===== src/design/urem_pkg.sv =====
`default_nettype none
package urem_pkg;
	localparam int OVS = 16;
	localparam logic [3:0] SMP_EDGE_A = 4'h2; // samples 3,5,7 (one based)
	localparam logic [3:0] SMP_EDGE_B = 4'h4;
	localparam logic [3:0] SMP_EDGE_C = 4'h6;
	localparam logic [3:0] SMP_MAJ_A = 4'h7; // samples 8,9,10 (one based)
	localparam logic [3:0] SMP_MAJ_B = 4'h8;
	localparam logic [3:0] SMP_MAJ_C = 4'h9;
	localparam logic [3:0] SMP_LAST = 4'hF;
	localparam logic [4:0] PR_SEL0 = 5'h01;
	localparam logic [4:0] PR_SEL1 = 5'h03;
	localparam logic [4:0] PR_SEL2 = 5'h04;
	localparam logic [4:0] PR_SEL3 = 5'h0D;
	localparam logic [3:0] BITS_SHORT = 4'h8;
	localparam logic [3:0] BITS_LONG = 4'h9;
	localparam logic [7:0] IDLE_SHORT = 8'hA0; // 10 bit times of 16 ticks
	localparam logic [7:0] IDLE_LONG = 8'hB0; // 11 bit times
	localparam logic [8:0] RST_BUF = 9'h000;
	localparam int FIFO_W = 9;
	localparam int FIFO_D = 4;
	typedef enum logic [1:0] {
		RX_HUNT = 2'b01,
		RX_FRAME = 2'b10
	} urem_rx_e;
	typedef enum logic [1:0] {
		TX_IDLE = 2'b01,
		TX_SEND = 2'b10
	} urem_tx_e;
endpackage
`default_nettype wire


===== src/design/urem_stream_if.sv =====
`default_nettype none
interface urem_stream_if #(parameter int W = 9);
	logic valid;
	logic ready;
	logic [W-1:0] data;
	modport src(output valid, output data, input ready);
	modport snk(input valid, input data, output ready);
endinterface
`default_nettype wire


===== src/design/urem_fifo.sv =====
`default_nettype none
module urem_fifo #(
	parameter int W = 9,
	parameter int D = 4
) (
	input wire logic core_clk_i, // clock
	input wire logic rst_n_i, // synchronous reset, low
	urem_stream_if.snk wr, // filling side
	urem_stream_if.src rd // draining side
);
	localparam int AW = $clog2(D);
	initial begin
		if (D < 2 || (1 << AW) != D) begin
			$error("urem_fifo depth must be a power of two >= 2");
		end
	end
	logic [W-1:0] mem_r [D];
	logic [AW:0] wp_r;
	logic [AW:0] rp_r;
	logic full;
	logic empty;
	assign empty = (wp_r == rp_r);
	assign full = (wp_r[AW] != rp_r[AW]) && (wp_r[AW-1:0] == rp_r[AW-1:0]);
	assign wr.ready = !full;
	assign rd.valid = !empty;
	assign rd.data = mem_r[rp_r[AW-1:0]];
	always_ff @(posedge core_clk_i) begin
		if (!rst_n_i) begin
			wp_r <= '0;
		end else if (wr.valid && !full) begin
			wp_r <= wp_r + 1'b1;
		end
	end
	always_ff @(posedge core_clk_i) begin
		if (wr.valid && !full) begin
			mem_r[wp_r[AW-1:0]] <= wr.data;
		end
	end
	always_ff @(posedge core_clk_i) begin
		if (!rst_n_i) begin
			rp_r <= '0;
		end else if (rd.ready && !empty) begin
			rp_r <= rp_r + 1'b1;
		end
	end
endmodule
`default_nettype wire


===== src/design/urem_core.sv =====
//
// Overview of operation
// - received break handled as framing error
// - idle frame sets flag, optional interrupt
// - overrun keeps buffer, sets flag, interrupts if receive interrupt enabled
// - status read then data read clears errors
// - majority of samples 8-10, noise if differ in start or data bits
// - noise flag rises with full, no interrupt
// - false start discarded, noise held pending
// - bad stop sets framing flag, data moved
// - baud is clock/16/prescaler/power of two
// - nonzero extended prescaler divides further
// - mute blocks receive status and interrupts
// - idle wakes mute without idle flag
// - address mark wakes mute, word received
// - four frame formats, one start, stop
// - even or odd parity over low bits
// - transmit parity replaces data MSB
// - parity failure sets flag, optional interrupt
// - sixteen samples per bit, start resyncs
// - start noise from edge and samples
// - full set when character reaches buffer
`default_nettype none
module urem_core (
	input wire logic core_clk_i, // clock
	input wire logic rst_n_i, // synchronous reset, low
	input wire logic rxd_i, // serial receive line
	output logic txd_o, // serial transmit line
	input wire logic rx_en_i, // receiver enable
	input wire logic tx_en_i, // transmitter enable
	input wire logic word_len_i, // 1: nine bit words
	input wire logic parity_en_i, // parity on
	input wire logic parity_sel_i, // 1: odd parity
	input wire logic [1:0] baud_prescaler_field_i, // prescaler select
	input wire logic [2:0] tx_rate_field_i, // tx power of two
	input wire logic [2:0] rx_rate_field_i, // rx power of two
	input wire logic [7:0] tx_ext_prescaler_i, // tx extra divide
	input wire logic [7:0] rx_ext_prescaler_i, // rx extra divide
	input wire logic rx_mute_set_i, // software sets mute
	input wire logic rx_mute_clr_i, // software clears mute
	input wire logic wake_select_i, // 1: address mark wake
	input wire logic rx_int_en_i, // receive interrupt enable
	input wire logic idle_line_int_en_i, // idle interrupt enable
	input wire logic parity_int_en_i, // parity interrupt enable
	input wire logic int_mask_i, // cpu interrupt mask
	input wire logic status_rd_i, // status register read pulse
	input wire logic data_rd_i, // data register read pulse
	input wire logic tx_valid_i, // transmit word offered
	input wire logic [8:0] tx_data_i, // transmit word
	output logic tx_ready_o, // transmit queue has room
	output logic [8:0] rx_data_o, // receive buffer
	output logic rx_data_full_o, // receive buffer full
	output logic overrun_flag_o, // overrun
	output logic noise_flag_o, // noise
	output logic framing_error_flag_o, // framing error
	output logic parity_error_flag_o, // parity error
	output logic idle_flag_o, // idle line seen
	output logic rx_mute_o, // receiver muted
	output logic irq_o // interrupt request
);

	function automatic logic maj3(input logic a, input logic b,
		input logic c);
		return (a & b) | (a & c) | (b & c);
	endfunction

	function automatic logic [18:0] baud_div(input logic [1:0] p,
		input logic [2:0] r, input logic [7:0] e);
		logic [18:0] base;
		logic [4:0] pv;
		pv = urem_pkg::PR_SEL0;
		unique case (p)
			2'd0: pv = urem_pkg::PR_SEL0;
			2'd1: pv = urem_pkg::PR_SEL1;
			2'd2: pv = urem_pkg::PR_SEL2;
			2'd3: pv = urem_pkg::PR_SEL3;
		endcase
		base = {14'h0, pv} << r;
		if (e != 8'h00) begin
			base = base * {11'h0, e};
		end
		return base;
	endfunction

	////////////////////////////////////////////////////////////////////////
	// oversampling ticks; index 0 receive, 1 transmit
	logic [1:0] tick;
	logic [18:0] div_lim [2];
	assign div_lim[0] = baud_div(baud_prescaler_field_i, rx_rate_field_i,
		rx_ext_prescaler_i) - 19'h1;
	assign div_lim[1] = baud_div(baud_prescaler_field_i, tx_rate_field_i,
		tx_ext_prescaler_i) - 19'h1;
	genvar g;
	generate
		for (g = 0; g < 2; g++) begin : gen_div
			logic [18:0] cnt_r;
			logic en;
			assign en = (g == 0) ? rx_en_i : tx_en_i;
			assign tick[g] = en && (cnt_r == div_lim[g]);
			// limitation: divider is only reloaded on enable, so the
			// rate must stay fixed while a direction is enabled
			always_ff @(posedge core_clk_i) begin
				if (!rst_n_i || !en || tick[g]) begin
					cnt_r <= '0;
				end else begin
					cnt_r <= cnt_r + 19'h1;
				end
			end

		end
	endgenerate

	////////////////////////////////////////////////////////////////////////
	// receiver sampling
	urem_pkg::urem_rx_e rx_st_r;
	logic [3:0] samp_r;
	logic [3:0] bit_r;
	logic [2:0] hist_r;
	logic s8_r;
	logic s9_r;
	logic fr_noise_r;
	logic pend_noise_r;
	logic [8:0] shift_r;
	logic bad_stop;
	logic [3:0] nbits;
	logic maj;
	logic at_maj;
	logic frame_done;
	logic false_start;
	logic smp_noise;
	assign nbits = word_len_i ? urem_pkg::BITS_LONG : urem_pkg::BITS_SHORT;
	assign at_maj = tick[0] && (rx_st_r == urem_pkg::RX_FRAME) &&
		(samp_r == urem_pkg::SMP_MAJ_C);
	assign maj = maj3(s8_r, s9_r, rxd_i);
	assign smp_noise = !(s8_r == s9_r && s9_r == rxd_i);
	assign false_start = at_maj && (bit_r == 4'h0) && maj;
	assign frame_done = at_maj && (bit_r == nbits + 4'h1);
	assign bad_stop = !maj;

	always_ff @(posedge core_clk_i) begin
		if (!rst_n_i || !rx_en_i) begin
			rx_st_r <= urem_pkg::RX_HUNT;
		end else if (tick[0]) begin
			unique case (rx_st_r)
				urem_pkg::RX_HUNT: if (!rxd_i) begin
					rx_st_r <= urem_pkg::RX_FRAME;
				end
				urem_pkg::RX_FRAME: if (false_start || frame_done) begin
					rx_st_r <= urem_pkg::RX_HUNT;
				end
			endcase
		end
	end

	// sample counter restarts on the falling edge: resync per frame
	always_ff @(posedge core_clk_i) begin
		if (!rst_n_i || !rx_en_i) begin
			samp_r <= '0;
			bit_r <= '0;
		end else if (tick[0]) begin
			if (rx_st_r == urem_pkg::RX_HUNT) begin
				samp_r <= 4'h1;
				bit_r <= '0;
			end else begin
				samp_r <= samp_r + 4'h1;
				if (samp_r == urem_pkg::SMP_LAST) begin
					bit_r <= bit_r + 4'h1;
				end
			end
		end
	end

	always_ff @(posedge core_clk_i) begin
		if (!rst_n_i) begin
			hist_r <= 3'b000;
		end else if (tick[0] && rx_st_r == urem_pkg::RX_HUNT) begin
			hist_r <= {hist_r[1:0], rxd_i};
		end
	end

	always_ff @(posedge core_clk_i) begin
		if (!rst_n_i) begin
			s8_r <= 1'b0;
			s9_r <= 1'b0;
		end else if (tick[0] && rx_st_r == urem_pkg::RX_FRAME) begin
			if (samp_r == urem_pkg::SMP_MAJ_A) begin
				s8_r <= rxd_i;
			end
			if (samp_r == urem_pkg::SMP_MAJ_B) begin
				s9_r <= rxd_i;
			end
		end
	end

	// noise gathered through the frame; start bit noise also covers edge
	always_ff @(posedge core_clk_i) begin
		if (!rst_n_i) begin
			fr_noise_r <= 1'b0;
		end else if (tick[0]) begin
			if (rx_st_r == urem_pkg::RX_HUNT) begin
				fr_noise_r <= (hist_r != 3'b111);
			end else if (bit_r == 4'h0 && rxd_i &&
				(samp_r == urem_pkg::SMP_EDGE_A ||
				samp_r == urem_pkg::SMP_EDGE_B ||
				samp_r == urem_pkg::SMP_EDGE_C ||
				samp_r == urem_pkg::SMP_MAJ_A ||
				samp_r == urem_pkg::SMP_MAJ_B)) begin
				fr_noise_r <= 1'b1;
			end else if (at_maj && smp_noise) begin
				fr_noise_r <= 1'b1;
			end
		end
	end

	always_ff @(posedge core_clk_i) begin
		if (at_maj && bit_r != 4'h0 && bit_r <= nbits) begin
			shift_r <= {maj, shift_r[8:1]}; // lsb first
		end
	end

	////////////////////////////////////////////////////////////////////////
	// word assembly, parity, idle detection
	logic [8:0] word;
	logic msb;
	logic par_bad;
	logic wake_addr;
	logic deliver;
	logic [7:0] idle_cnt_r;
	logic idle_arm_r;
	logic idle_evt;
	logic seq_clr;
	logic status_seen_r;
	assign word = word_len_i ? shift_r : {1'b0, shift_r[8:1]};
	// with parity on, the top data bit sits just below the parity bit
	assign msb = parity_en_i ? (word_len_i ? word[7] : word[6]) :
		(word_len_i ? word[8] : word[7]);
	assign par_bad = parity_en_i && ((word_len_i ? ^word[8:0] :
		^word[7:0]) != parity_sel_i);
	assign wake_addr = frame_done && rx_mute_o && wake_select_i && msb;
	assign deliver = frame_done && (!rx_mute_o || wake_addr);
	assign idle_evt = idle_arm_r && tick[0] &&
		rx_st_r == urem_pkg::RX_HUNT && rxd_i &&
		idle_cnt_r == (word_len_i ? urem_pkg::IDLE_LONG :
		urem_pkg::IDLE_SHORT) - 8'h1;
	assign seq_clr = data_rd_i && status_seen_r;

	always_ff @(posedge core_clk_i) begin
		if (!rst_n_i || !rx_en_i || !rxd_i || frame_done || idle_evt) begin
			idle_cnt_r <= '0;
		end else if (tick[0] && rx_st_r == urem_pkg::RX_HUNT) begin
			idle_cnt_r <= idle_cnt_r + 8'h1;
		end
	end

	// one idle event per quiet period; re-armed by each frame or enable
	always_ff @(posedge core_clk_i) begin
		if (!rst_n_i || !rx_en_i || frame_done) begin
			idle_arm_r <= 1'b1;
		end else if (idle_evt) begin
			idle_arm_r <= 1'b0;
		end
	end

	always_ff @(posedge core_clk_i) begin
		if (!rst_n_i || data_rd_i) begin
			status_seen_r <= 1'b0;
		end else if (status_rd_i) begin
			status_seen_r <= 1'b1;
		end
	end

	////////////////////////////////////////////////////////////////////////
	// status flags; a new event wins over a clearing read
	always_ff @(posedge core_clk_i) begin
		if (!rst_n_i) begin
			rx_mute_o <= 1'b0;
		end else if (rx_mute_set_i) begin
			rx_mute_o <= 1'b1;
		end else if (rx_mute_clr_i || wake_addr) begin
			rx_mute_o <= 1'b0;
		end else if (idle_evt && !wake_select_i) begin
			rx_mute_o <= 1'b0;
		end
	end

	always_ff @(posedge core_clk_i) begin
		if (!rst_n_i) begin
			pend_noise_r <= 1'b0;
		end else if (false_start) begin
			pend_noise_r <= 1'b1;
		end else if (deliver && !rx_data_full_o) begin
			pend_noise_r <= 1'b0;
		end
	end

	always_ff @(posedge core_clk_i) begin
		if (!rst_n_i) begin
			rx_data_o <= urem_pkg::RST_BUF;
		end else if (deliver && !rx_data_full_o) begin
			rx_data_o <= word;
		end
	end

	always_ff @(posedge core_clk_i) begin
		if (!rst_n_i) begin
			rx_data_full_o <= 1'b0;
			noise_flag_o <= 1'b0;
			framing_error_flag_o <= 1'b0;
			parity_error_flag_o <= 1'b0;
		end else if (deliver && !rx_data_full_o) begin
			rx_data_full_o <= 1'b1;
			noise_flag_o <= fr_noise_r || pend_noise_r;
			framing_error_flag_o <= bad_stop;
			parity_error_flag_o <= par_bad;
		end else if (seq_clr) begin
			rx_data_full_o <= 1'b0;
			noise_flag_o <= 1'b0;
			framing_error_flag_o <= 1'b0;
			parity_error_flag_o <= 1'b0;
		end
	end

	always_ff @(posedge core_clk_i) begin
		if (!rst_n_i) begin
			overrun_flag_o <= 1'b0;
		end else if (deliver && rx_data_full_o) begin
			overrun_flag_o <= 1'b1;
		end else if (seq_clr) begin
			overrun_flag_o <= 1'b0;
		end
	end

	always_ff @(posedge core_clk_i) begin
		if (!rst_n_i) begin
			idle_flag_o <= 1'b0;
		end else if (idle_evt && !rx_mute_o) begin
			idle_flag_o <= 1'b1;
		end else if (seq_clr) begin
			idle_flag_o <= 1'b0;
		end
	end

	// noise and framing flags have no enable of their own
	assign irq_o = !int_mask_i && !rx_mute_o && (
		(rx_int_en_i && (rx_data_full_o || overrun_flag_o)) ||
		(idle_line_int_en_i && idle_flag_o) ||
		(parity_int_en_i && parity_error_flag_o));

	////////////////////////////////////////////////////////////////////////
	// transmitter behind the queue
	urem_stream_if #(.W(urem_pkg::FIFO_W)) wr_if();
	urem_stream_if #(.W(urem_pkg::FIFO_W)) rd_if();
	assign wr_if.valid = tx_valid_i;
	assign wr_if.data = tx_data_i;
	assign tx_ready_o = wr_if.ready;
	urem_fifo #(.W(urem_pkg::FIFO_W), .D(urem_pkg::FIFO_D)) u_txq (
		.core_clk_i(core_clk_i),
		.rst_n_i(rst_n_i),
		.wr(wr_if),
		.rd(rd_if)
	);

	urem_pkg::urem_tx_e tx_st_r;
	logic [10:0] tx_sh_r;
	logic [3:0] tx_left_r;
	logic [3:0] tx_smp_r;
	logic [8:0] tx_word;
	logic tx_par;
	logic tx_take;
	assign tx_par = (word_len_i ? ^rd_if.data[7:0] : ^rd_if.data[6:0]) ^
		parity_sel_i;
	always_comb begin
		tx_word = rd_if.data;
		if (parity_en_i && word_len_i) begin
			tx_word[8] = tx_par;
		end else if (parity_en_i) begin
			tx_word[7] = tx_par;
		end
	end
	assign tx_take = tx_en_i && tx_st_r == urem_pkg::TX_IDLE &&
		rd_if.valid;
	assign rd_if.ready = tx_take;

	always_ff @(posedge core_clk_i) begin
		if (!rst_n_i || !tx_en_i) begin
			tx_st_r <= urem_pkg::TX_IDLE;
			tx_sh_r <= '1;
			tx_left_r <= '0;
			tx_smp_r <= '0;
		end else if (tx_take) begin
			tx_st_r <= urem_pkg::TX_SEND;
			tx_sh_r <= word_len_i ? {1'b1, tx_word, 1'b0} :
				{2'b11, tx_word[7:0], 1'b0};
			tx_left_r <= nbits + 4'h2;
			tx_smp_r <= '0;
		end else if (tick[1] && tx_st_r == urem_pkg::TX_SEND) begin
			tx_smp_r <= tx_smp_r + 4'h1;
			if (tx_smp_r == urem_pkg::SMP_LAST) begin
				tx_sh_r <= {1'b1, tx_sh_r[10:1]};
				tx_left_r <= tx_left_r - 4'h1;
				if (tx_left_r == 4'h1) begin
					tx_st_r <= urem_pkg::TX_IDLE;
				end
			end
		end
	end
	assign txd_o = tx_sh_r[0];
endmodule
`default_nettype wire


===== config.mk =====
export PLATFORM = sky130hd
export DESIGN_NAME = urem_core
export DESIGN_NICKNAME = d
export VERILOG_FILES = /design/src/design/urem_pkg.sv /design/src/design/urem_stream_if.sv /design/src/design/urem_fifo.sv /design/src/design/urem_core.sv
export SDC_FILE = /design/constraint.sdc
export NUM_CORES = 1
export LEC_CHECK = 0
export BUFFER_PORTS_ARGS = -buffer_cell sky130_fd_sc_hd__buf_2
export CAP_MARGIN = 25
export CORE_UTILIZATION = 64
export DETAILED_ROUTE_END_ITERATION = 12
export PLACE_DENSITY_LB_ADDON = 0.05
export SYNTH_ARGS = -nofsm -noshare
export SYNTH_HDL_FRONTEND = slang
export SYNTH_SLANG_ARGS = --single-unit

===== constraint.sdc =====
create_clock -name core_clk_i -period 9.48 [get_ports core_clk_i]
set_input_delay 0.474 -clock core_clk_i [delete_from_list [all_inputs] [get_ports core_clk_i]]
set_output_delay 0.474 -clock core_clk_i [all_outputs]
set_load 0.05 [all_outputs]

After elaboration in Yosys (flattened, before gate mapping)

Memories as Yosys holds them, arrays and structs flattened. A register that Yosys moved wholly into a read port is not among the register bits.
Index checks and enable logic that the tools add are counted.

Bitwise gates (word level): 6
Reductions and logical operators: 99
Order comparisons: 1
Div/mod/pow operators: 0
Eq/ne operators: 29
$mul: 2
Mux-type cells: 50
Shift operators: 2
Add/subtract/negate cells: 14

Operators by type and width:

| cell                                                                  | number |
|---|---|
| 1-bit logical AND                                                     | 40 |
| 19-bit by 1-bit adder with 19-bit output, second input constant       | 2 |
| 19-bit equality test                                                  | 2 |
| 19-bit by 8-bit multiplier with 19-bit output                         | 2 |
| 19-bit two-way mux                                                    | 2 |
| 5-bit by 3-bit << shifter with 19-bit output                          | 2 |
| 19-bit by 1-bit subtractor with 19-bit output, second input constant  | 2 |
| 11-bit two-way mux                                                    | 3 |
| 1-bit two-way mux                                                     | 26 |
| 4-bit two-way mux                                                     | 6 |
| 1-bit logical OR                                                      | 20 |
| 5-bit one-hot mux with 4 select lines                                 | 1 |
| 4-bit by 1-bit adder with 4-bit output, second input constant         | 4 |
| 4-bit equality test, second input constant                            | 4 |
| 2-bit two-way mux                                                     | 8 |
| 2-bit nonzero test                                                    | 8 |
| 8-bit nonzero test                                                    | 2 |
| 8-bit parity                                                          | 2 |
| 4-bit by 3-bit equality test with 1-bit output, second input constant | 3 |
| 1-bit zero test                                                       | 12 |
| 10-bit two-way mux                                                    | 1 |
| 2-bit AND reduction                                                   | 5 |
| 9-bit two-way mux                                                     | 1 |
| 9-bit parity                                                          | 1 |
| other kinds (31)                                                      | 44 |

RAM bits: 36
Bits in latches: 0
ROM bits: 0
Word-level logic and storage cells: 232
Memories kept: 1
Bits in registers: 117
Bits of input ports: 51
Output and inout bits: 19

Memories:

| memory      | words | width | read ports | clocked after memory_dff | wr ports | RTL line        | text |
|---|---|---|---|---|---|---|---|
| u_txq.mem_r | 4     | 9     | 1          | 1                        | 1        | urem_fifo.sv:17 | `logic [W-1:0] mem_r [D];` |

Depth between registers and ports, before layout

Depth after elaboration: 19
Depth in mapped cells: 32
Gate-level depth less buffers: 25

By module

Synthesis repeated with hierarchy kept, for this count alone.

Cells, all modules: 1846
Area, all modules: 16011.6 um2

By module, submodules not included:

| module    | seq. area each (um2) | cells each | instances | area each (um2) |
|---|---|---|---|---|
| urem_core | 2292.2               | 1732       | 1         | 14157.3 |
| urem_fifo | 1241.2               | 114        | 1         | 1854.3 |

Worst setup path after synthesis

Ideal clock, no wire load.

Path type: input -> register
From: input port baud_prescaler_field_i[1]
To: register tx_sh_r[8]
Arrival time: 7507 ps
Library setup time: 74 ps
Path buffers: 2
Required time: 9406 ps
Setup slack: 1899 ps
Stages on the path: 25
Cell sequence: buf_2 -> or4bb_1 -> mux2_2 -> o21ai_1 -> and2_1 -> fa_1 -> inv_1 -> fa_1 -> fa_1 -> fa_1 -> inv_1 -> ha_1 -> a211oi_1 -> o21bai_1 -> a21oi_1 -> xor2_1 -> a21oi_1 -> or4_1 -> or3_1 -> a21oi_2 -> o21ai_1 -> nor4_4 -> buf_6 -> mux2_1 -> a31oi_1

Word-level cells in the longest chain between the ends: 11
Elaborated cells between the ends (all ways): 14
Classes of those cells: 1 x add/sub; 1 x mul; 4 x eq/ne; 1 x shift; 2 x mux; 5 x reduce/logical

RTL lines:

| what                                              | RTL line         | text |
|---|---|---|
| start: declaration                                | urem_core.sv:34  | `input wire logic [1:0] baud_prescaler_field_i,` |
| 2-bit equality test, or another cell as far along | urem_core.sv:72  | `unique case (p)` |
| 5-bit one-hot mux with 4 select lines (*)         | urem_core.sv:72  |  |
| 5-bit by 3-bit << shifter with 19-bit output (*)  | urem_core.sv:78  | `base = {14'h0, pv} << r;` |
| 19-bit by 8-bit multiplier with 19-bit output     | urem_core.sv:80  | `base = base * {11'h0, e};` |
| 19-bit two-way mux (*)                            | urem_core.sv:79  | `if (e != 8'h00) begin` |
| 19-bit by 1-bit subtractor with 19-bit output (*) | urem_core.sv:92  | `tx_ext_prescaler_i) - 19'h1;` |
| 19-bit equality test (*)                          | urem_core.sv:99  | `assign tick[g] = en && (cnt_r == div_lim[g]);` |
| 1-bit logical AND (*)                             | urem_core.sv:99  |  |
| 1-bit logical AND (*)                             | urem_core.sv:396 | `end else if (tick[1] && tx_st_r == urem_pkg::TX_SEND) begin` |
| 2-bit nonzero test (no line) (*)                  | n/a              |  |
| 2-bit AND reduction (no line) (*)                 | n/a              |  |
| end signal: assignment                            | urem_core.sv:392 | `tx_sh_r <= word_len_i ? {1'b1, tx_word, 1'b0} :` |
| end signal: assignment                            | urem_core.sv:399 | `tx_sh_r <= {1'b1, tx_sh_r[10:1]};` |
| end: declaration                                  | urem_core.sv:364 | `logic [10:0] tx_sh_r;` |

Mark *: on every way between the ends. The rest lies on a longest branch, timed or not. The select of a mux whose other input is x is not followed.
A chain may end at the register's enable or synchronous reset.

Worst setup path in the final report

From: input port baud_prescaler_field_i[1]
To: register tx_sh_r[4]

The elaborated chain is that of the path after synthesis.

==> impl_metrics.ini <==
[setup_path]
crit_path_start_kind = input pin
critPathCapture = tx_sh_r[4]
crit_type = in2reg
cp_slowest_stage_delay_ns = 0.71
crit-reg2reg-launch = gen_div[1].cnt_r[6]
ff2ff_setup_slack_ns = 6.39
r2r_end = tx_sh_r[4]
worst_path_arrival_time_ns = 8.90
critPathLaunch = baud_prescaler_field_i[1]
worst_setup_path_end_kind = flop
timing.critical_path.slowest_stage_cell = sky130_fd_sc_hd__nor4_4
r2r.worst_path.cells = 10
worst-endpoint-required_ns = 9.84
worst_path_most_repeated_cell = sky130_fd_sc_hd__fa_1
highest_fanout_seen_on_the_critical_path = 27

[final_layout]
utilization_pct = 69.7
filler_instances = 1960
multi_input_area_sq_mm = 0.0113
area.sequential_sq_mm = 0.00353
syn2layout_area_growth_pct = 6.75
finish.net_count = 2068
drive_gt1_share_pct = 10.6

[timing]
worst-slew-pin-transition_ns = 0.985
fmax_ghz = 0.117
max-slew-margin-rel_pct = 32.6
setup_repair_after_global_routing_missed_its_margin = no
total_count_of_hold_check_failures_in_the_final_report = 0
finalSetupViolations = 0
setup_total_negative_slack_ns = 0
skew_ns = 0.00820
period_minus_slack_ns = 8.54
timing.final.max_slew_violations = 0
finalCritPeriodShare_pct = 90.1

[synth]
postSynth.asyncResetShare_pct = 0
postSynthRegisterBits = 154
ys_seq_area_share_pct = 22.3
ys.flop_type = sky130_fd_sc_hd__dfxtp_1
postSynthCellCount = 1794
synth.distinct_cells = 109
synthMostInstantiatedCell = sky130_fd_sc_hd__nand2_1
synthTopCellsByCount = 168 x sky130_fd_sc_hd__nand2_1, 158 x sky130_fd_sc_hd__inv_1, 120 x sky130_fd_sc_hd__and2_1
area_contributors_post_synth = sky130_fd_sc_hd__dfxtp_1 14%, sky130_fd_sc_hd__fa_1 14%, sky130_fd_sc_hd__edfxtp_1 8.5%
synth_top_cell_by_area = sky130_fd_sc_hd__dfxtp_1
synthDominantCellAreaShare_pct = 13.7
synthesis.area_per_instance_sq_um = 8.85
ys.warnings.count = 0
synth_enable_flop_cells = 45
syn-num-nets = 2053
synth_area_sq_mm = 0.0159

[grt]
maximum_number_of_pins_on_one_net_before_global_route_repair = 50
grtUsageTotal_pct = 28.6
grt_first_pass_wirelength_um = 60500
grt_overflow = 0
vias_in_the_first_global_route = 12300
antenna_found_initial = 5

[die]
top_level_ports = 70
dieWidth_um = 159
die_area_sq_mm = 0.0254
placementRows = 57
design.core.area_sq_mm = 0.0243
start_util_pct = 65.3
die_h_um = 159

[clock_tree]
cts-root-to-sink-buffers = 2
cts_hold_buf = 0
clock-sinks = 154
worst_skew_pair.late_latency_ns = 0.42
post_cts_buffers = 0
root_buffer = sky130_fd_sc_hd__clkbuf_16
post_cts.resized_instances = 0
tritoncts_clock_tree = built
cts_made_buffers = 17
cts.clk_slew.worst_paths_ns = 0.07
level_count_of_the_clock_h_tree = 4

[routing]
route.detailed.drc = 0
route.detailed.wl_per_inst_um = 16.6
detail_route.first_pass.iterations = 5
drt-initial-drc-count = 819
route.vias.total = 12900
via_to_cell_ratio = 5.98
antenna_left = 0
drt-total-wl_um = 35700

[min_path]
worstHoldPathType = in2reg
holdPathStages = 2

[power_and_ir_drop]
power.density_mw_per_mm2 = 147
p_leak_uw = 0.00708
ir_drop_mv = 0.147

[place]
dp_hpwl_um = 27200
buffer_ports.inserted = 69
gp_congestion = 0.894

[run_status]
status = completed

[flow_run]
max_cap_violations = 0
-- critical path, delay by kind of cell --
| kind | cells | cell delay, ns |
|---|---|---|
| AOI/OAI and AO/OA | 9 | 3.12 |
| adders and majority gates | 5 | 2.30 |
| and+or+nand+nor | 5 | 1.88 |
| buffers and inverters | 4 | 0.63 |
| xor gates and xnor gates | 1 | 0.28 |
| muxes | 1 | 0.19 |
-- logic make-up after synthesis --
logic type | synth area share, %
simple gates | 24.2
mux | 4.97
flops | 22.3
fa+ha+maj | 21.5
compound gates | 13.5
buf+inv | 6.55
xor+xnor | 7.05
-- metal layers --
| layer | GRT usage (%) | routed length [um] |
|---|---|---|
| met4 | 6.16 | 374 |
| met3 | 3.39 | 1870 |
| met1 | 41.2 | 16700 |
| met2 | 46.3 | 16600 |
| met5 | 0 | 30 |
-- worst min-delay path by stage --
stage / start / end / slack, ns
after floorplan: hist_r[2] / hist_r[2] / 0.43
after global placement: rx_data_o[7] / rx_data_o[7] / 0.45
after detailed placement: rx_data_o[8] / rx_data_o[8] / 0.45
after CTS: data_rd_i / status_seen_r / 0.22
after global routing: data_rd_i / status_seen_r / 0.24
final: data_rd_i / status_seen_r / 0.23
-- cells in the final DEF, fill, tap and decap left out, drive strengths merged, types with 10 or more instances in the layout --
master / Yosys / routed
nand2: 169 / 169
inv: 158 / 168
o21ai: 55 / 55
nand4: 26 / 26
nand4b: 10 / 10
nand2b: 18 / 18
nor2: 120 / 120
and3: 37 / 37
clkbuf: 52 / 17
nor4: 17 / 17
nand3: 56 / 56
a211oi: 23 / 23
a21o: 16 / 16
xnor2: 83 / 83
or3: 16 / 16
mux2: 12 / 12
xor2: 44 / 44
a31oi: 11 / 11
and2: 122 / 122
o31a: 12 / 12
dfxtp: 109 / 109
a21oi: 45 / 45
edfxtp: 45 / 45
nor3: 51 / 51
buf: 38 / 86
mux2i: 45 / 45
fa: 108 / 108
ha: 100 / 100
nor2b: 14 / 14
-- per-stage QoR --
stage               std cells  total power [uW]  setup WS, ns  area (sq um)  hold slack, ns
global placement         2114              1760         0.808         16300           0.451
floorplan                1794              1570          1.90         15900           0.435
CTS                      2146              2490         0.992         16900           0.220
global route             2148              2650         0.256         16900           0.239
detailed placement       2114              1780         0.639         16300           0.454
finish                   2150              2490         0.939         16900           0.226
-- cell type report --
type	count	area share [%]
multi-input combinational	1391	66.7
clock inverter	15	1.15
inverter	159	3.52
antenna	4	0.0591
sequential	154	20.9
clock buffer	17	2.51
timing repair buffer	86	2.79
tap	324	2.39
-- flip-flops by register name, summed over array words and instances (netlist names), 2 cells and up, named ones only --
name and count:
bit_r 4, idle_cnt_r 8, rx_data_o 9, rx_st_r 2, u_txq.mem_r 36, tx_sh_r 10
tx_st_r 2, gen_div.cnt_r 38, shift_r 9, u_txq.rp_r 3, tx_left_r 4, tx_smp_r 4
samp_r 4, u_txq.wp_r 3, hist_r 3
-- report_power, final --
part	total, uW	internal, uW	switching (uW)
logic	1070	424	647
clock network	706	405	301
registers	713	695	17.4
Note: power is estimated with default switching activity, not from simulation.
